==> src/hdl/pfm_defines.svh <==
// Offsets, field positions, reset values and codes of the data mapping block.
// Assumes APB byte addresses on an 8-bit paddr.
`ifndef PFM_DEFINES_SVH
`define PFM_DEFINES_SVH

// ====================================
// Register map
`define PFM_ADR_CTRL 8'h00
`define PFM_ADR_STATREG 8'h04
`define PFM_ADR_OUT0 8'h08
`define PFM_ADR_OUT1 8'h0c
`define PFM_ADR_IN0 8'h10
`define PFM_ADR_IN1 8'h14
`define PFM_ADR_LINK 8'h18
`define PFM_ADR_INT_STAT 8'h1c
`define PFM_ADR_INT_MASK 8'h20

// ====================================
// Fields and reset values
`define PFM_CTRL_CLEAR_BIT 0
`define PFM_IN0_RST 16'h0000
`define PFM_IN1_RST 16'h0002
`define PFM_OUT0_RST 16'h0064
`define PFM_OUT1_RST 16'h0066
`define PFM_STATREG_RST 16'h00c8
`define PFM_STAT_NONE 16'hffff
`define PFM_INT_UP 0
`define PFM_INT_LOST 1
`define PFM_INT_MISMATCH 2
`define PFM_INT_RX 3

// ====================================
// Status word codes and node range
`define PFM_CPU_RUN 8'h00
`define PFM_CPU_STOP 8'h80
`define PFM_OK 8'h00
`define PFM_FAULT_ADDR 8'hf0
`define PFM_FAULT_HW_MAX 3'h5
`define PFM_FAULT_LINK 8'hf6
`define PFM_NODE_MIN 7'h01
`define PFM_NODE_MAX 7'h7d

`endif

==> src/hdl/pfm_pkg.sv <==
// Types shared by the data mapping block.
// Assumes nothing of its surroundings.
package pfm_pkg;
  typedef logic [15:0] pfm_word_t;
  typedef enum logic [2:0] {SEQ_IDLE, SEQ_OUT, SEQ_CLR, SEQ_STAT, SEQ_IN} pfm_seq_e;
endpackage : pfm_pkg

==> src/hdl/pfm_rst_sync.sv <==
// Reset release synchroniser.
// Assumes an active-low asynchronous reset input.
`timescale 1ns/1ps
module pfm_rst_sync (
  input wire logic clk,
  input wire logic reset_n,
  output logic rst_n
);
  logic meta_r;

  always_ff @(posedge clk or negedge reset_n) begin
    if (!reset_n) begin
      meta_r <= 1'b0;
      rst_n <= 1'b0;
    end else begin
      meta_r <= 1'b1;
      rst_n <= meta_r;
    end
  end
endmodule : pfm_rst_sync

==> src/hdl/pfm_data_map.sv <==
// Cyclic data exchange of a fieldbus slave: maps master words to CPU data registers.
// Assumes a decoded fieldbus engine, a CPU data register port with ack, and an APB master.
`timescale 1ns/1ps
`include "pfm_defines.svh"
module pfm_data_map import pfm_pkg::*; (
  input wire logic clk,
  input wire logic reset_n,
  input wire logic psel,
  input wire logic penable,
  input wire logic pwrite,
  input wire logic [7:0] paddr,
  input wire logic [31:0] pwdata,
  output logic [31:0] prdata,
  output logic pready,
  output logic pslverr,
  input wire logic [6:0] node_switch,
  input wire logic cpu_run,
  input wire logic [2:0] hw_fault,
  input wire logic fb_link_up,
  input wire logic fb_addr_valid,
  input wire logic [6:0] fb_node_addr,
  input wire logic fb_out_valid,
  input wire logic [1:0] fb_out_idx,
  input wire logic [15:0] fb_out_data,
  input wire logic fb_in_req,
  input wire logic [1:0] fb_in_idx,
  output logic fb_in_valid,
  output logic [15:0] fb_in_data,
  output logic d_req,
  output logic d_we,
  output logic [15:0] d_addr,
  output logic [15:0] d_wdata,
  input wire logic d_ack,
  input wire logic [15:0] d_rdata,
  output logic network_link_indicator,
  output logic irq
);
  // ====================================
  // Functions
  // Word index: bit 1 picks the slot, bit 0 the word inside it.
  function automatic pfm_word_t reg_num(input pfm_word_t start, input logic [1:0] idx);
    reg_num = start + {15'h0000, idx[0]};
  endfunction : reg_num

  function automatic logic [1:0] first_set(input logic [3:0] v);
    first_set = v[0] ? 2'h0 : v[1] ? 2'h1 : v[2] ? 2'h2 : 2'h3;
  endfunction : first_set

  // ====================================
  // Reset and state
  logic rst_n;
  logic pready_r, pslverr_r, clear_on_loss_r, link_up_r, irq_r, net_r;
  logic fb_in_valid_r, d_req_r, d_we_r;
  logic [31:0] prdata_r;
  logic [15:0] fb_in_data_r, d_addr_r, d_wdata_r, stat_dreg_r, stat_last_r;
  logic [3:0] int_stat_r, int_mask_r, ev, w1c, out_pend_r, clr_pend_r;
  logic [1:0] cur_idx_r, in_ptr_r, out_sel, clr_sel;
  pfm_word_t out_start_r [2];
  pfm_word_t in_start_r [2];
  pfm_word_t out_word_r [4];
  pfm_word_t in_word_r [4];
  pfm_seq_e seq_r;
  logic setup, wr, addr_ok, match, link_up_ev, link_lost_ev, rx_ev;
  logic [7:0] fault;
  pfm_word_t stat_val;

  pfm_rst_sync u_rst (
    .clk(clk),
    .reset_n(reset_n),
    .rst_n(rst_n)
  );

  // ====================================
  // APB slave, no wait states
  assign setup = psel & ~penable;
  assign wr = psel & penable & pready_r & pwrite;

  always_ff @(posedge clk or negedge rst_n) begin
    if (!rst_n) begin
      pready_r <= 1'b0;
      pslverr_r <= 1'b0;
      prdata_r <= 32'h0000_0000;
    end else begin
      pready_r <= setup;
      pslverr_r <= 1'b0;
      prdata_r <= 32'h0000_0000;
      if (setup) begin
        if (paddr == `PFM_ADR_CTRL) begin
          prdata_r <= {31'h0, clear_on_loss_r};
        end else if (paddr == `PFM_ADR_STATREG) begin
          prdata_r <= {16'h0000, stat_dreg_r};
        end else if (paddr == `PFM_ADR_OUT0) begin
          prdata_r <= {16'h0000, out_start_r[0]};
        end else if (paddr == `PFM_ADR_OUT1) begin
          prdata_r <= {16'h0000, out_start_r[1]};
        end else if (paddr == `PFM_ADR_IN0) begin
          prdata_r <= {16'h0000, in_start_r[0]};
        end else if (paddr == `PFM_ADR_IN1) begin
          prdata_r <= {16'h0000, in_start_r[1]};
        end else if (paddr == `PFM_ADR_LINK) begin
          prdata_r <= {14'h0, net_r, link_up_r, stat_val};
        end else if (paddr == `PFM_ADR_INT_STAT) begin
          prdata_r <= {28'h0, int_stat_r};
        end else if (paddr == `PFM_ADR_INT_MASK) begin
          prdata_r <= {28'h0, int_mask_r};
        end else begin
          pslverr_r <= 1'b1;
        end
      end
    end
  end

  // Start numbers kept per slot and per direction
  always_ff @(posedge clk or negedge rst_n) begin
    if (!rst_n) begin
      clear_on_loss_r <= 1'b0;
      stat_dreg_r <= `PFM_STATREG_RST;
      in_start_r[0] <= `PFM_IN0_RST;
      in_start_r[1] <= `PFM_IN1_RST;
      out_start_r[0] <= `PFM_OUT0_RST;
      out_start_r[1] <= `PFM_OUT1_RST;
      int_mask_r <= 4'h0;
    end else if (wr) begin
      if (paddr == `PFM_ADR_CTRL) begin
        clear_on_loss_r <= pwdata[`PFM_CTRL_CLEAR_BIT];
      end else if (paddr == `PFM_ADR_STATREG) begin
        stat_dreg_r <= pwdata[15:0];
      end else if (paddr == `PFM_ADR_OUT0) begin
        out_start_r[0] <= pwdata[15:0];
      end else if (paddr == `PFM_ADR_OUT1) begin
        out_start_r[1] <= pwdata[15:0];
      end else if (paddr == `PFM_ADR_IN0) begin
        in_start_r[0] <= pwdata[15:0];
      end else if (paddr == `PFM_ADR_IN1) begin
        in_start_r[1] <= pwdata[15:0];
      end else if (paddr == `PFM_ADR_INT_MASK) begin
        int_mask_r <= pwdata[3:0];
      end
    end
  end

  // ====================================
  // Link supervision
  assign addr_ok = (node_switch >= `PFM_NODE_MIN) && (node_switch <= `PFM_NODE_MAX);
  assign match = fb_node_addr == node_switch;
  assign link_up_ev = ~link_up_r & fb_link_up & fb_addr_valid & match & addr_ok;
  assign link_lost_ev = link_up_r & ~fb_link_up;
  // Two output words per slot; index covers both slots
  assign rx_ev = fb_out_valid & link_up_r;

  always_ff @(posedge clk or negedge rst_n) begin
    if (!rst_n) begin
      link_up_r <= 1'b0;
      net_r <= 1'b0;
    end else begin
      if (!fb_link_up) begin
        link_up_r <= 1'b0;
      end else if (link_up_ev) begin
        link_up_r <= 1'b1;
      end
      net_r <= link_up_r & fb_link_up & addr_ok;
    end
  end

  // ====================================
  // Interrupts; a new event beats a same-cycle clear
  assign ev = {rx_ev, fb_addr_valid & ~match, link_lost_ev, link_up_ev};
  assign w1c = (wr && paddr == `PFM_ADR_INT_STAT) ? pwdata[3:0] : 4'h0;

  always_ff @(posedge clk or negedge rst_n) begin
    if (!rst_n) begin
      int_stat_r <= 4'h0;
      irq_r <= 1'b0;
    end else begin
      int_stat_r <= (int_stat_r & ~w1c) | ev;
      irq_r <= |(int_stat_r & int_mask_r);
    end
  end

  // ====================================
  // Status word
  always_comb begin
    if (!addr_ok) begin
      fault = `PFM_FAULT_ADDR;
    end else if (hw_fault != 3'h0) begin
      fault = `PFM_FAULT_ADDR | {5'h00, (hw_fault > `PFM_FAULT_HW_MAX) ? 3'h1 : hw_fault};
    end else if (!link_up_r) begin
      fault = `PFM_FAULT_LINK;
    end else begin
      fault = `PFM_OK;
    end
    stat_val = {cpu_run ? `PFM_CPU_RUN : `PFM_CPU_STOP, fault};
  end

  // ====================================
  // Master output words
  always_ff @(posedge clk or negedge rst_n) begin
    if (!rst_n) begin
      for (int i = 0; i < 4; i++) begin
        out_word_r[i] <= 16'h0000;
      end
    end else if (rx_ev) begin
      out_word_r[fb_out_idx] <= fb_out_data;
    end else if (link_lost_ev && clear_on_loss_r) begin
      for (int i = 0; i < 4; i++) begin
        out_word_r[i] <= 16'h0000;
      end
    end
  end

  // Served from the local copy so the answer never waits on the CPU port
  always_ff @(posedge clk or negedge rst_n) begin
    if (!rst_n) begin
      fb_in_valid_r <= 1'b0;
      fb_in_data_r <= 16'h0000;
    end else begin
      fb_in_valid_r <= fb_in_req;
      if (fb_in_req) begin
        fb_in_data_r <= in_word_r[fb_in_idx];
      end
    end
  end

  // ====================================
  // CPU register port sequencer
  // Order: received words, clear writes, status, input refresh.
  // Start numbers are per slot: index bit 1 picks the slot
  assign out_sel = first_set(out_pend_r);
  assign clr_sel = first_set(clr_pend_r);
  always_ff @(posedge clk or negedge rst_n) begin
    if (!rst_n) begin
      seq_r <= SEQ_IDLE;
      d_req_r <= 1'b0;
      d_we_r <= 1'b0;
      d_addr_r <= 16'h0000;
      d_wdata_r <= 16'h0000;
      cur_idx_r <= 2'h0;
      in_ptr_r <= 2'h0;
      out_pend_r <= 4'h0;
      clr_pend_r <= 4'h0;
      stat_last_r <= `PFM_STAT_NONE;
      for (int i = 0; i < 4; i++) begin
        in_word_r[i] <= 16'h0000;
      end
    end else begin
      case (seq_r)
        SEQ_IDLE: begin
          if (out_pend_r != 4'h0) begin
            cur_idx_r <= first_set(out_pend_r);
            d_addr_r <= reg_num(out_start_r[out_sel[1]], out_sel);
            d_wdata_r <= out_word_r[first_set(out_pend_r)];
            d_we_r <= 1'b1;
            d_req_r <= 1'b1;
            seq_r <= SEQ_OUT;
          end else if (clr_pend_r != 4'h0) begin
            cur_idx_r <= first_set(clr_pend_r);
            d_addr_r <= reg_num(out_start_r[clr_sel[1]], clr_sel);
            d_wdata_r <= 16'h0000;
            d_we_r <= 1'b1;
            d_req_r <= 1'b1;
            seq_r <= SEQ_CLR;
          end else if (stat_val != stat_last_r) begin
            d_addr_r <= stat_dreg_r;
            d_wdata_r <= stat_val;
            stat_last_r <= stat_val;
            d_we_r <= 1'b1;
            d_req_r <= 1'b1;
            seq_r <= SEQ_STAT;
          end else if (link_up_r) begin
            // Refresh stops while offline, so input words hold
            cur_idx_r <= in_ptr_r;
            d_addr_r <= reg_num(in_start_r[in_ptr_r[1]], in_ptr_r);
            d_we_r <= 1'b0;
            d_req_r <= 1'b1;
            seq_r <= SEQ_IN;
          end
        end
        default: begin
          if (d_ack) begin
            d_req_r <= 1'b0;
            d_we_r <= 1'b0;
            seq_r <= SEQ_IDLE;
            if (seq_r == SEQ_OUT) begin
              out_pend_r[cur_idx_r] <= 1'b0;
            end else if (seq_r == SEQ_CLR) begin
              clr_pend_r[cur_idx_r] <= 1'b0;
            end else if (seq_r == SEQ_IN) begin
              in_ptr_r <= in_ptr_r + 2'h1;
              if (link_up_r) begin
                in_word_r[cur_idx_r] <= d_rdata;
              end
            end
          end
        end
      endcase
      // Later updates override the ack clears above: a word received in the ack cycle stays pending
      if (link_lost_ev && clear_on_loss_r) begin
        clr_pend_r <= 4'hf;
        out_pend_r <= 4'h0;
      end
      if (rx_ev) begin
        out_pend_r[fb_out_idx] <= 1'b1;
        clr_pend_r[fb_out_idx] <= 1'b0;
      end
      if (wr && paddr == `PFM_ADR_STATREG) begin
        stat_last_r <= `PFM_STAT_NONE;
      end
    end
  end

  // ====================================
  // Outputs
  assign prdata = prdata_r;
  assign pready = pready_r;
  assign pslverr = pslverr_r;
  assign fb_in_valid = fb_in_valid_r;
  assign fb_in_data = fb_in_data_r;
  assign d_req = d_req_r;
  assign d_we = d_we_r;
  assign d_addr = d_addr_r;
  assign d_wdata = d_wdata_r;
  assign network_link_indicator = net_r;
  assign irq = irq_r;

  // ====================================
  // Assertions
  property p_out_map;
    @(posedge clk) disable iff (!rst_n)
      (d_req_r && seq_r == SEQ_OUT) |->
        d_addr_r == out_start_r[cur_idx_r[1]] + {15'h0000, cur_idx_r[0]};
  endproperty
  a_out_map: assert property (p_out_map) else $error("output word mapped wrongly");

  property p_in_map;
    @(posedge clk) disable iff (!rst_n)
      (d_req_r && seq_r == SEQ_IN) |->
        !d_we_r && d_addr_r == in_start_r[cur_idx_r[1]] + {15'h0000, cur_idx_r[0]};
  endproperty
  a_in_map: assert property (p_in_map) else $error("input word mapped wrongly");

  property p_hold_in;
    @(posedge clk) disable iff (!rst_n)
      (!link_up_r && $past(!link_up_r)) |-> $stable(in_word_r[0]) && $stable(in_word_r[3]);
  endproperty
  a_hold_in: assert property (p_hold_in) else $error("input changed while offline");

  property p_clear_out;
    @(posedge clk) disable iff (!rst_n)
      (link_lost_ev && clear_on_loss_r) |=>
        out_word_r[0] == 16'h0000 && out_word_r[1] == 16'h0000 && clr_pend_r == 4'hf;
  endproperty
  a_clear_out: assert property (p_clear_out) else $error("outputs not cleared");

  property p_hold_out;
    @(posedge clk) disable iff (!rst_n)
      (link_lost_ev && !clear_on_loss_r) |=> $stable(out_word_r[2]) && clr_pend_r == 4'h0;
  endproperty
  a_hold_out: assert property (p_hold_out) else $error("outputs lost in hold mode");

  property p_net;
    @(posedge clk) disable iff (!rst_n)
      net_r |-> $past(link_up_r) && $past(fb_link_up) && $past(addr_ok);
  endproperty
  a_net: assert property (p_net) else $error("indicator green without link");

  property p_stat;
    @(posedge clk) disable iff (!rst_n)
      (d_req_r && seq_r == SEQ_STAT) |-> d_we_r && d_addr_r == stat_dreg_r
        && d_wdata_r[15:8] inside {`PFM_CPU_RUN, `PFM_CPU_STOP}
        && (d_wdata_r[7:0] == `PFM_OK || d_wdata_r[7:4] == 4'hf);
  endproperty
  a_stat: assert property (p_stat) else $error("bad status word");

  property p_stat_run;
    @(posedge clk) disable iff (!rst_n)
      (seq_r == SEQ_IDLE && out_pend_r == 4'h0 && clr_pend_r == 4'h0
        && stat_val != stat_last_r) |=> seq_r == SEQ_STAT && d_wdata_r == $past(stat_val);
  endproperty
  a_stat_run: assert property (p_stat_run) else $error("status not written");

  property p_rx;
    @(posedge clk) disable iff (!rst_n)
      rx_ev |=> out_pend_r[$past(fb_out_idx)] && out_word_r[$past(fb_out_idx)] == $past(fb_out_data);
  endproperty
  a_rx: assert property (p_rx) else $error("received word not queued");
endmodule : pfm_data_map

==> config.mk <==
export PLATFORM = sky130hd
export DESIGN_NAME = pfm_data_map
export DESIGN_NICKNAME = d
export VERILOG_FILES = /design/src/hdl/pfm_pkg.sv /design/src/hdl/pfm_rst_sync.sv /design/src/hdl/pfm_data_map.sv
export VERILOG_INCLUDE_DIRS = /design/src /design/src/hdl
export SDC_FILE = /design/constraint.sdc
export NUM_CORES = 1
export LEC_CHECK = 0
export BUFFER_PORTS_ARGS = -buffer_cell sky130_fd_sc_hd__buf_2
export CELL_PAD_IN_SITES_DETAIL_PLACEMENT = 0
export CELL_PAD_IN_SITES_GLOBAL_PLACEMENT = 1
export CORE_MARGIN = 2
export CORE_UTILIZATION = 50
export DETAILED_ROUTE_END_ITERATION = 8
export MAX_ROUTING_LAYER = met4
export PLACE_DENSITY = 0.84
export SLEW_MARGIN = 10
export SYNTH_ARGS = -nofsm -noshare
export SYNTH_HDL_FRONTEND = slang
export SYNTH_SLANG_ARGS = --single-unit
==> constraint.sdc <==
create_clock -name clk -period 18.1 [get_ports clk]
set_input_delay 1.81 -clock clk [delete_from_list [all_inputs] [get_ports clk]]
set_output_delay 1.81 -clock clk [all_outputs]
set_load 0.02 [all_outputs]
==> results of run 1 <==
[power by group]
group	internal, mW	switching, mW
clock network	0.479	0.286
logic	0.0900	0.181
registers	0.746	0.0312
[routing by layer]
| layer | part of all wire | GRT usage |
|---|---|---|
| met3 | 0.054 | 0.03393 |
| met2 | 0.49 | 0.4325 |
| met5 | 0 | - |
| met4 | 0.026 | 0.07742 |
| met1 | 0.43 | 0.3500 |
[cells by family after synthesis]
| family | count (synthesis) | share of synthesized area |
|---|---|---|
| adder cells (fa/ha/maj) | 6 | 0.004731 |
| other | 2 | 0.0004733 |
| buffers and inverters | 122 | 0.03422 |
| AND/OR/NAND/NOR | 363 | 0.1093 |
| multiplexers | 224 | 0.1677 |
| AO/OA/AOI/OAI | 329 | 0.1461 |
| flip-flops | 314 | 0.4966 |
| XOR/XNOR | 74 | 0.04085 |
[worst max-delay path by stage]
stage | depth (start not counted) | startpoint | to | slack, ns
2_1_floorplan | 0 | u_rst.rst_n | clear_on_loss_r | 8.73
3_3_place_gp | 11 | node_switch[3] | d_wdata[4] | 13.09
3_5_place_dp | 11 | node_switch[3] | d_wdata[7] | 13.02
4_1_cts | 11 | node_switch[3] | d_wdata[7] | 13.55
5_1_grt | 11 | node_switch[3] | d_wdata[7] | 13.27
6_report | 11 | node_switch[3] | d_wdata[7] | 13.51
[registers in the layout (all words and copies together) (netlist names), 2 cells and up]
register     cells
cur_idx_r        2
fb_in_data      16
in_start_r      32
out_start_r     32
out_word_r      64
d_addr          16
in_word_r       64
stat_last_r      6
stat_dreg_r     16
seq_r            3
in_ptr_r         2
int_mask_r       4
d_wdata         16
out_pend_r       4
clr_pend_r       4
int_stat_r       4
prdata          18
[final cells by class]
| class | count | area [µm²] |
|---|---|---|
| Clock buffer | 53 | 1065 |
| Clock inverter | 10 | 193.9 |
| Fill cell | 2678 | 13230 |
| Inverter | 11 | 41.29 |
| Multi-Input combinational cell | 1011 | 7522 |
| Sequential cell | 314 | 7883 |
| Tap cell | 402 | 503.0 |
| Timing Repair Buffer | 181 | 958.4 |
[metrics by stage]
| stage | std cells | hold slack (ns) |
|---|---|---|
| final | 1982 | 0.3648 |
| after global routing | 1982 | 0.3797 |
| after CTS | 1982 | 0.3673 |
| after detailed placement | 1919 | 0.3492 |
| after global placement | 1919 | 0.3388 |
| after floorplan | 1447 | 0.3312 |
[synth_stat cells, types with 19 or more instances]
cell type  number
nor3_1         19
xor2_1         40
nand3_1        36
dfrtp_1       297
clkbuf_1       76
mux2_2        175
a22o_1         70
o21ai_0        64
a21oi_1        62
nor2_1         98
xnor2_1        34
mux2i_1        33
o22ai_1        25
nand2_1       127
a221oi_1       23
==> key figures, run 1 <==
Flow run
  – Max Cap Viol: 0

Yosys
  – Largest cells by area after synthesis: dfrtp_1, mux2_2, a22o_1, nand2_1, dfstp_2
  – Primary FF master, synth: dfrtp_1
  – Post-synth cell types: 71
  – Yosys top cell area share: 0.4684
  – Syn Area/Cell: 11.06 µm²
  – FF+latch count, synth: 314
  – EDFF count, synth: 0
  – Asr flop ratio synth: 1.000
  – Synthesized cell area: 15870 µm²
  – Post-Syn Instances: 1434
  – Synth warn: 0
  – Yosys top cell by area: dfrtp_1
  – Sequential area share after synthesis: 0.4966

GRT
  – Global Route Usage Sum: 0.2649
  – Vias in the first global route: 12366
  – Global-route wire length before repair: 68.10 mm
  – Grt total ovfl: 0
  – Initial antenna violation count: 0
  – Pin count of the biggest net entering global routing: 85

Timing
  – Clock Skews: 0.01495 ns
  – Relative slew margins: 0.2102
  – Setup TNS: 0 ns
  – Crit path time final: 4.589 ns
  – Worst Tran Pin Value: 1.178 ns
  – Fin worst setup slack: 13.51 ns
  – Final Hold Viols: 0
  – Max-slew violation count: 0
  – RSZ-0062 raised after global routing: false
  – Final setup fails: 0
  – Fmax: 217.9 MHz
  – Final worst path period share: 0.2536

Finish
  – Commonest non-fill, non-tap cell in the layout: dfrtp_1
  – Most frequent cells in the layout: dfrtp_1, mux2_2, buf_2
  – Design area: 18170 µm²
  – # diodes: 0
  – Layout cells sized above 1: 0.2956
  – Area Overhead vs Synth: 14.49%
  – Core Util, Final: 0.5787
  – Nets: 1664

Worst setup path
  – CP delay by family, top: simple AND/OR/NAND/NOR gates
  – Crit-path max cell delay: 0.78 ns
  – FF-to-FF Start: link_up_r
  – Crit path kind: in -> reg
  – Arrival @ worst endpoint: 5.00 ns
  – Crit start category: input port
  – Buffers and inverters on the worst path: 3
  – Worst Path Required: 18.51 ns
  – Cell depth of the worst flop-to-flop path: 9
  – Slowest CP cell: a21o_1
  – Ordered cell list for the critical path: buf_2 > or4_4 > nor4_4 > nor4_1 > buf_4 > xor2_1 > nor4_4 > buf_4 > a21o_1 > a21oi_1 > a21o_1
  – Crit. End Element: flop
  – Worst reg2reg setup slack: 14.16 ns
  – Critical path fanouts, max: 31
  – FF-to-FF End: d_wdata[7]

Outcome
  – Status: finished clean

Floorplan
  – Die area: 33170 µm²
  – FP Rows: 65
  – Die Y: 182.1 µm
  – Core Box Area: 31390 µm²
  – Die X: 182.1 µm
  – I/O pins: 191
  – Starting Density: 0.5054

Placement
  – Area after DPL: 16910 µm²
  – Port Buffers: 160
  – GP Congestion: 0.8783
  – Setup WS pre-CTS: 13.02 ns
  – Final HPWL DP: 28.98 mm

Detailed routing
  – Avg WL per Cell: 21.40 µm
  – Routed Antenna Nets: 0
  – # DRC: 0
  – Drt total wl: 42.41 mm
  – Drt first pass iters: 5
  – DR vias: 12219
  – Initial DRC Count: 1069
  – Via density: 6.165

Min path
  – Hold Path End: u_rst.rst_n
  – Hold Path Origin: u_rst.meta_r
  – Hold depth: 0
  – Min-delay worst type: reg -> reg

Power
  – Leakage power: 8.736 nW
  – Worst vdd ir: 0.00008502 V
  – PD cells: 99.80 nW/µm²
  – PnR Total Power: 1.813 mW

Clocking
  – H-Tree Depth: 2
  – Max Root-Sink Buffers: 3
  – CTS tree: built
  – CTS Buf Count: 35
  – Clk slew on worst S/H paths: 0.06 ns
  – Clk_lat worst skew: 0.52 ns
  – Postcts setup bufs: 0
  – Cts repair resizes: 0
  – Cts hold-fix bufs: 0
  – Root Buffer: clkbuf_16
  – Clk sink count: 314
(Power assumes the default switching activity.)
==> inputs of run 2 (changes only) <==
ABC_AREA = 1   (was unset)
CORE_UTILIZATION = 44   (was 50)
PLACE_DENSITY = 0.8   (was 0.84)
clock period = 4.32 ns   (was 18.1 ns; I/O delays follow)
==> run 2 against run 1 <==
- sequential cell count is the same
- critical path type is now reg -> reg
- critical path depth rose by 1
- via count increased by 15%
- global-route usage fell by 1.3 points
- highest routed layer unchanged
- routed wire length is 8.4% higher
==> key figures, run 2 <==
Worst setup path
  – FF-to-FF Start: in_ptr_r[1]
  – Worst reg2reg setup slack: 1.11 ns (-13.05 ns)
  – Cell depth of the worst flop-to-flop path: 12 (+3)
  – Crit start category: flop
  – Arrival @ worst endpoint: 3.68 ns (-1.32 ns)
  – Worst Path Required: 4.79 ns (-13.72 ns)
  – Crit. End Element: flop
  – Critical path fanouts, max: 21 (-32%)
  – FF-to-FF End: d_addr[14]
  – Crit path kind: reg -> reg

Detailed routing
  – # DRC: 0 (unchanged)
  – Drt total wl: 45.98 mm (+8.4%)
  – Drt first pass iters: 6 (+1)
  – Initial DRC Count: 1007 (-5.8%)
  – Via density: 5.364 (-13%)
  – Avg WL per Cell: 17.60 µm (-18%)
  – Routed Antenna Nets: 0 (unchanged)
  – DR vias: 14015 (+15%)

Finish
  – Most frequent cells in the layout: nand2_1, o21ai_0, dfrtp_1
  – Nets: 2233 (+34%)
  – Core Util, Final: 0.5137 (-0.06496)
  – Area Overhead vs Synth: 14.82%
  – Commonest non-fill, non-tap cell in the layout: nand2_1
  – Filler cells: 3488 (+30%)
  – Layout cells sized above 1: 0.1478 (-0.1477)
  – Largest registers: in_word_r (64), out_word_r (64)
  – Multi-input logic area: 6840 µm² (-9.1%)
  – Storage element area: 7883 µm² (unchanged)

Yosys
  – Post-Syn Instances: 1998 (+39%)
  – Primary FF master, synth: dfrtp_1
  – Yosys top cell area share: 0.4670 (-0.001399)
  – Post-synth cell types: 53 (-25%)
  – Most frequent cell after synthesis: nand2_1
  – Commonest cells post-synth: nand2_1, o21ai_0, dfrtp_1
  – Yosys top cell by area: dfrtp_1
  – Sequential area share after synthesis: 0.4951 (-0.001484)
  – FF+latch count, synth: 314 (unchanged)
  – Synth warn: 0 (unchanged)
  – Asr flop ratio synth: 1.000 (unchanged)
  – Synthesized cell area: 15910 µm² (+0.30%)
  – Syn Area/Cell: 7.965 µm² (-28%)
  – Largest cells by area after synthesis: dfrtp_1, nand2_1, o21ai_0, nand3_1, inv_1
  – EDFF count, synth: 0 (unchanged)

Placement
  – Setup WS pre-CTS: 1.229 ns (-11.79 ns)
  – Port Buffers: 160 (unchanged)
  – Final HPWL DP: 31.62 mm (+9.1%)
  – GP Congestion: 0.9063 (+3.2%)

Floorplan
  – FP Rows: 69 (+6.2%)
  – Starting Density: 0.4474 (-0.05801)
  – Core Box Area: 35570 µm² (+13%)
  – I/O pins: 191 (unchanged)
  – Die area: 37710 µm² (+14%)
  – Die X: 194.2 µm (+6.6%)
  – Die Y: 194.2 µm (+6.6%)

GRT
  – Pin count of the biggest net entering global routing: 127 (+49%)
  – Grt total ovfl: 0 (unchanged)
  – Global-route wire length before repair: 73.87 mm (+8.5%)
  – Initial antenna violation count: 1 (+1)
  – Global Route Usage Sum: 0.2522 (-0.01271)
  – Vias in the first global route: 13792 (+12%)

Timing
  – Worst Tran Pin Value: 1.085 ns (-0.09362 ns)
  – Relative slew margins: 0.2750 (+0.06483)
  – Final setup fails: 0 (unchanged)
  – Crit path time final: 3.209 ns
  – Final worst path period share: 0.7428
  – Fin worst setup slack: 1.111 ns (-12.40 ns)
  – Final Hold Viols: 0 (unchanged)
  – Fmax: 311.6 MHz
  – RSZ-0062 raised after global routing: false
  – Clock Skews: 0.02166 ns (+0.006703 ns)
  – Max-slew violation count: 0 (unchanged)
  – Setup TNS: 0 ns (unchanged)

Clocking
  – H-Tree Depth: 2 (unchanged)
  – Clk slew on worst S/H paths: 0.06 ns (about the same)
  – CTS tree: built
  – Cts repair resizes: 0 (unchanged)
  – Postcts setup bufs: 0 (unchanged)
  – Clk_lat worst skew: 0.57 ns (+0.05 ns)
  – Clk sink count: 314 (unchanged)
  – Root Buffer: clkbuf_16
  – CTS Buf Count: 37 (+5.7%)
  – Max Root-Sink Buffers: 3 (unchanged)

Power
  – PD cells: 509.5 nW/µm² (+410%)
  – Leakage power: 8.703 nW (-0.38%)
  – PnR Total Power: 9.310 mW (+410%)
  – Worst vdd ir: 0.0004053 V (+380%)

Min path
  – Hold Path Origin: penable
  – Min-delay worst type: in -> reg
  – Hold Path End: pready
  – Hold depth: 2 (+2)

Outcome
  – Status: finished clean

Flow run
  – Max Cap Viol: 0 (unchanged)
==> run 2: cell types whose count changed after synthesis, moves of 18 or more <==
cell      change
xnor2_1      -22
mux2_2      -175
mux2i_1      -33
nand3_1     +104
nor2_1       +72
nand2_1     +334
a31oi_1      +23
inv_1       +159
o21ai_1      +18
a221oi_1     -19
o21ai_0     +269
a22o_1       -70
==> run 2: cells by family after synthesis <==
group | Yosys count | share of synthesized area
other | 2 | 0.0004719
buffers and inverters | 293 | 0.07815
adder cells (fa/ha/maj) | 6 | 0.004717
XOR/XNOR | 36 | 0.01981
flip-flops | 314 | 0.4951
AND/OR/NAND/NOR | 846 | 0.2281
AO/OA/AOI/OAI | 501 | 0.1737
==> run 2: per-layer routing <==
layer  global-route usage  wire, µm
met4              0.08895      1397
met5                    -         0
met3              0.04105      2741
met2               0.4064     22030
met1               0.3231     19820
==> run 2: how the worst max path moves through the flow <==
stage	startpoint	to	slack (ns)	depth (start not counted)
floorplan	u_rst.rst_n	clear_on_loss_r	1.21	0
global placement	in_ptr_r[1]	d_addr[14]	1.27	12
detailed placement	in_ptr_r[1]	d_addr[14]	1.23	12
CTS	in_ptr_r[1]	d_addr[14]	1.20	12
global route	in_ptr_r[1]	d_addr[14]	0.84	12
finish	in_ptr_r[1]	d_addr[14]	1.11	12
==> run 2: metrics by stage <==
step | instance area [µm²] | hold slack (ns) | instances
floorplan | 15970 | 0.1364 | 2011
global placement | 17000 | 0.2200 | 2544
detailed placement | 17000 | 0.2190 | 2544
CTS | 18270 | 0.07331 | 2612
global route | 18270 | 0.1154 | 2613
finish | 18270 | 0.09306 | 2613
==> run 2: cell type report <==
| type | instances | share of cell area |
|---|---|---|
| Antenna cell | 1 | 0.0001369 |
| Tap cell | 461 | 0.03157 |
| Inverter | 183 | 0.03800 |
| Clock buffer | 57 | 0.06197 |
| Sequential cell | 314 | 0.4314 |
| Multi-Input combinational cell | 1404 | 0.3743 |
| Clock inverter | 10 | 0.007121 |
| Timing Repair Buffer | 183 | 0.05546 |
==> run 2: worst max-delay path: stages (launching register included) <==
cell and delay, ns:
dfrtp_1 0.84, inv_1 0.47, o21ai_0 0.28, ha_1 0.22, ha_1 0.19, nand3_1 0.18
nor2_1 0.26, nand4_1 0.11, nand2_1 0.09, nand4_1 0.13, nand3_1 0.15, nand2_1 0.07
a21oi_1 0.14
==> run 2: timing repair <==
action,in CTS,in global routing
setup endpoints to repair,0,0
endpoints found under the hold margin,2,0
hold buffers,1,0
==> run 2: power breakdown <==
group,leakage [nW],switching [mW],internal (mW)
logic,3.89,1.89,0.763
clock network,0.625,1.28,1.94
registers,4.18,0.215,3.23
total,8.70,3.38,5.93
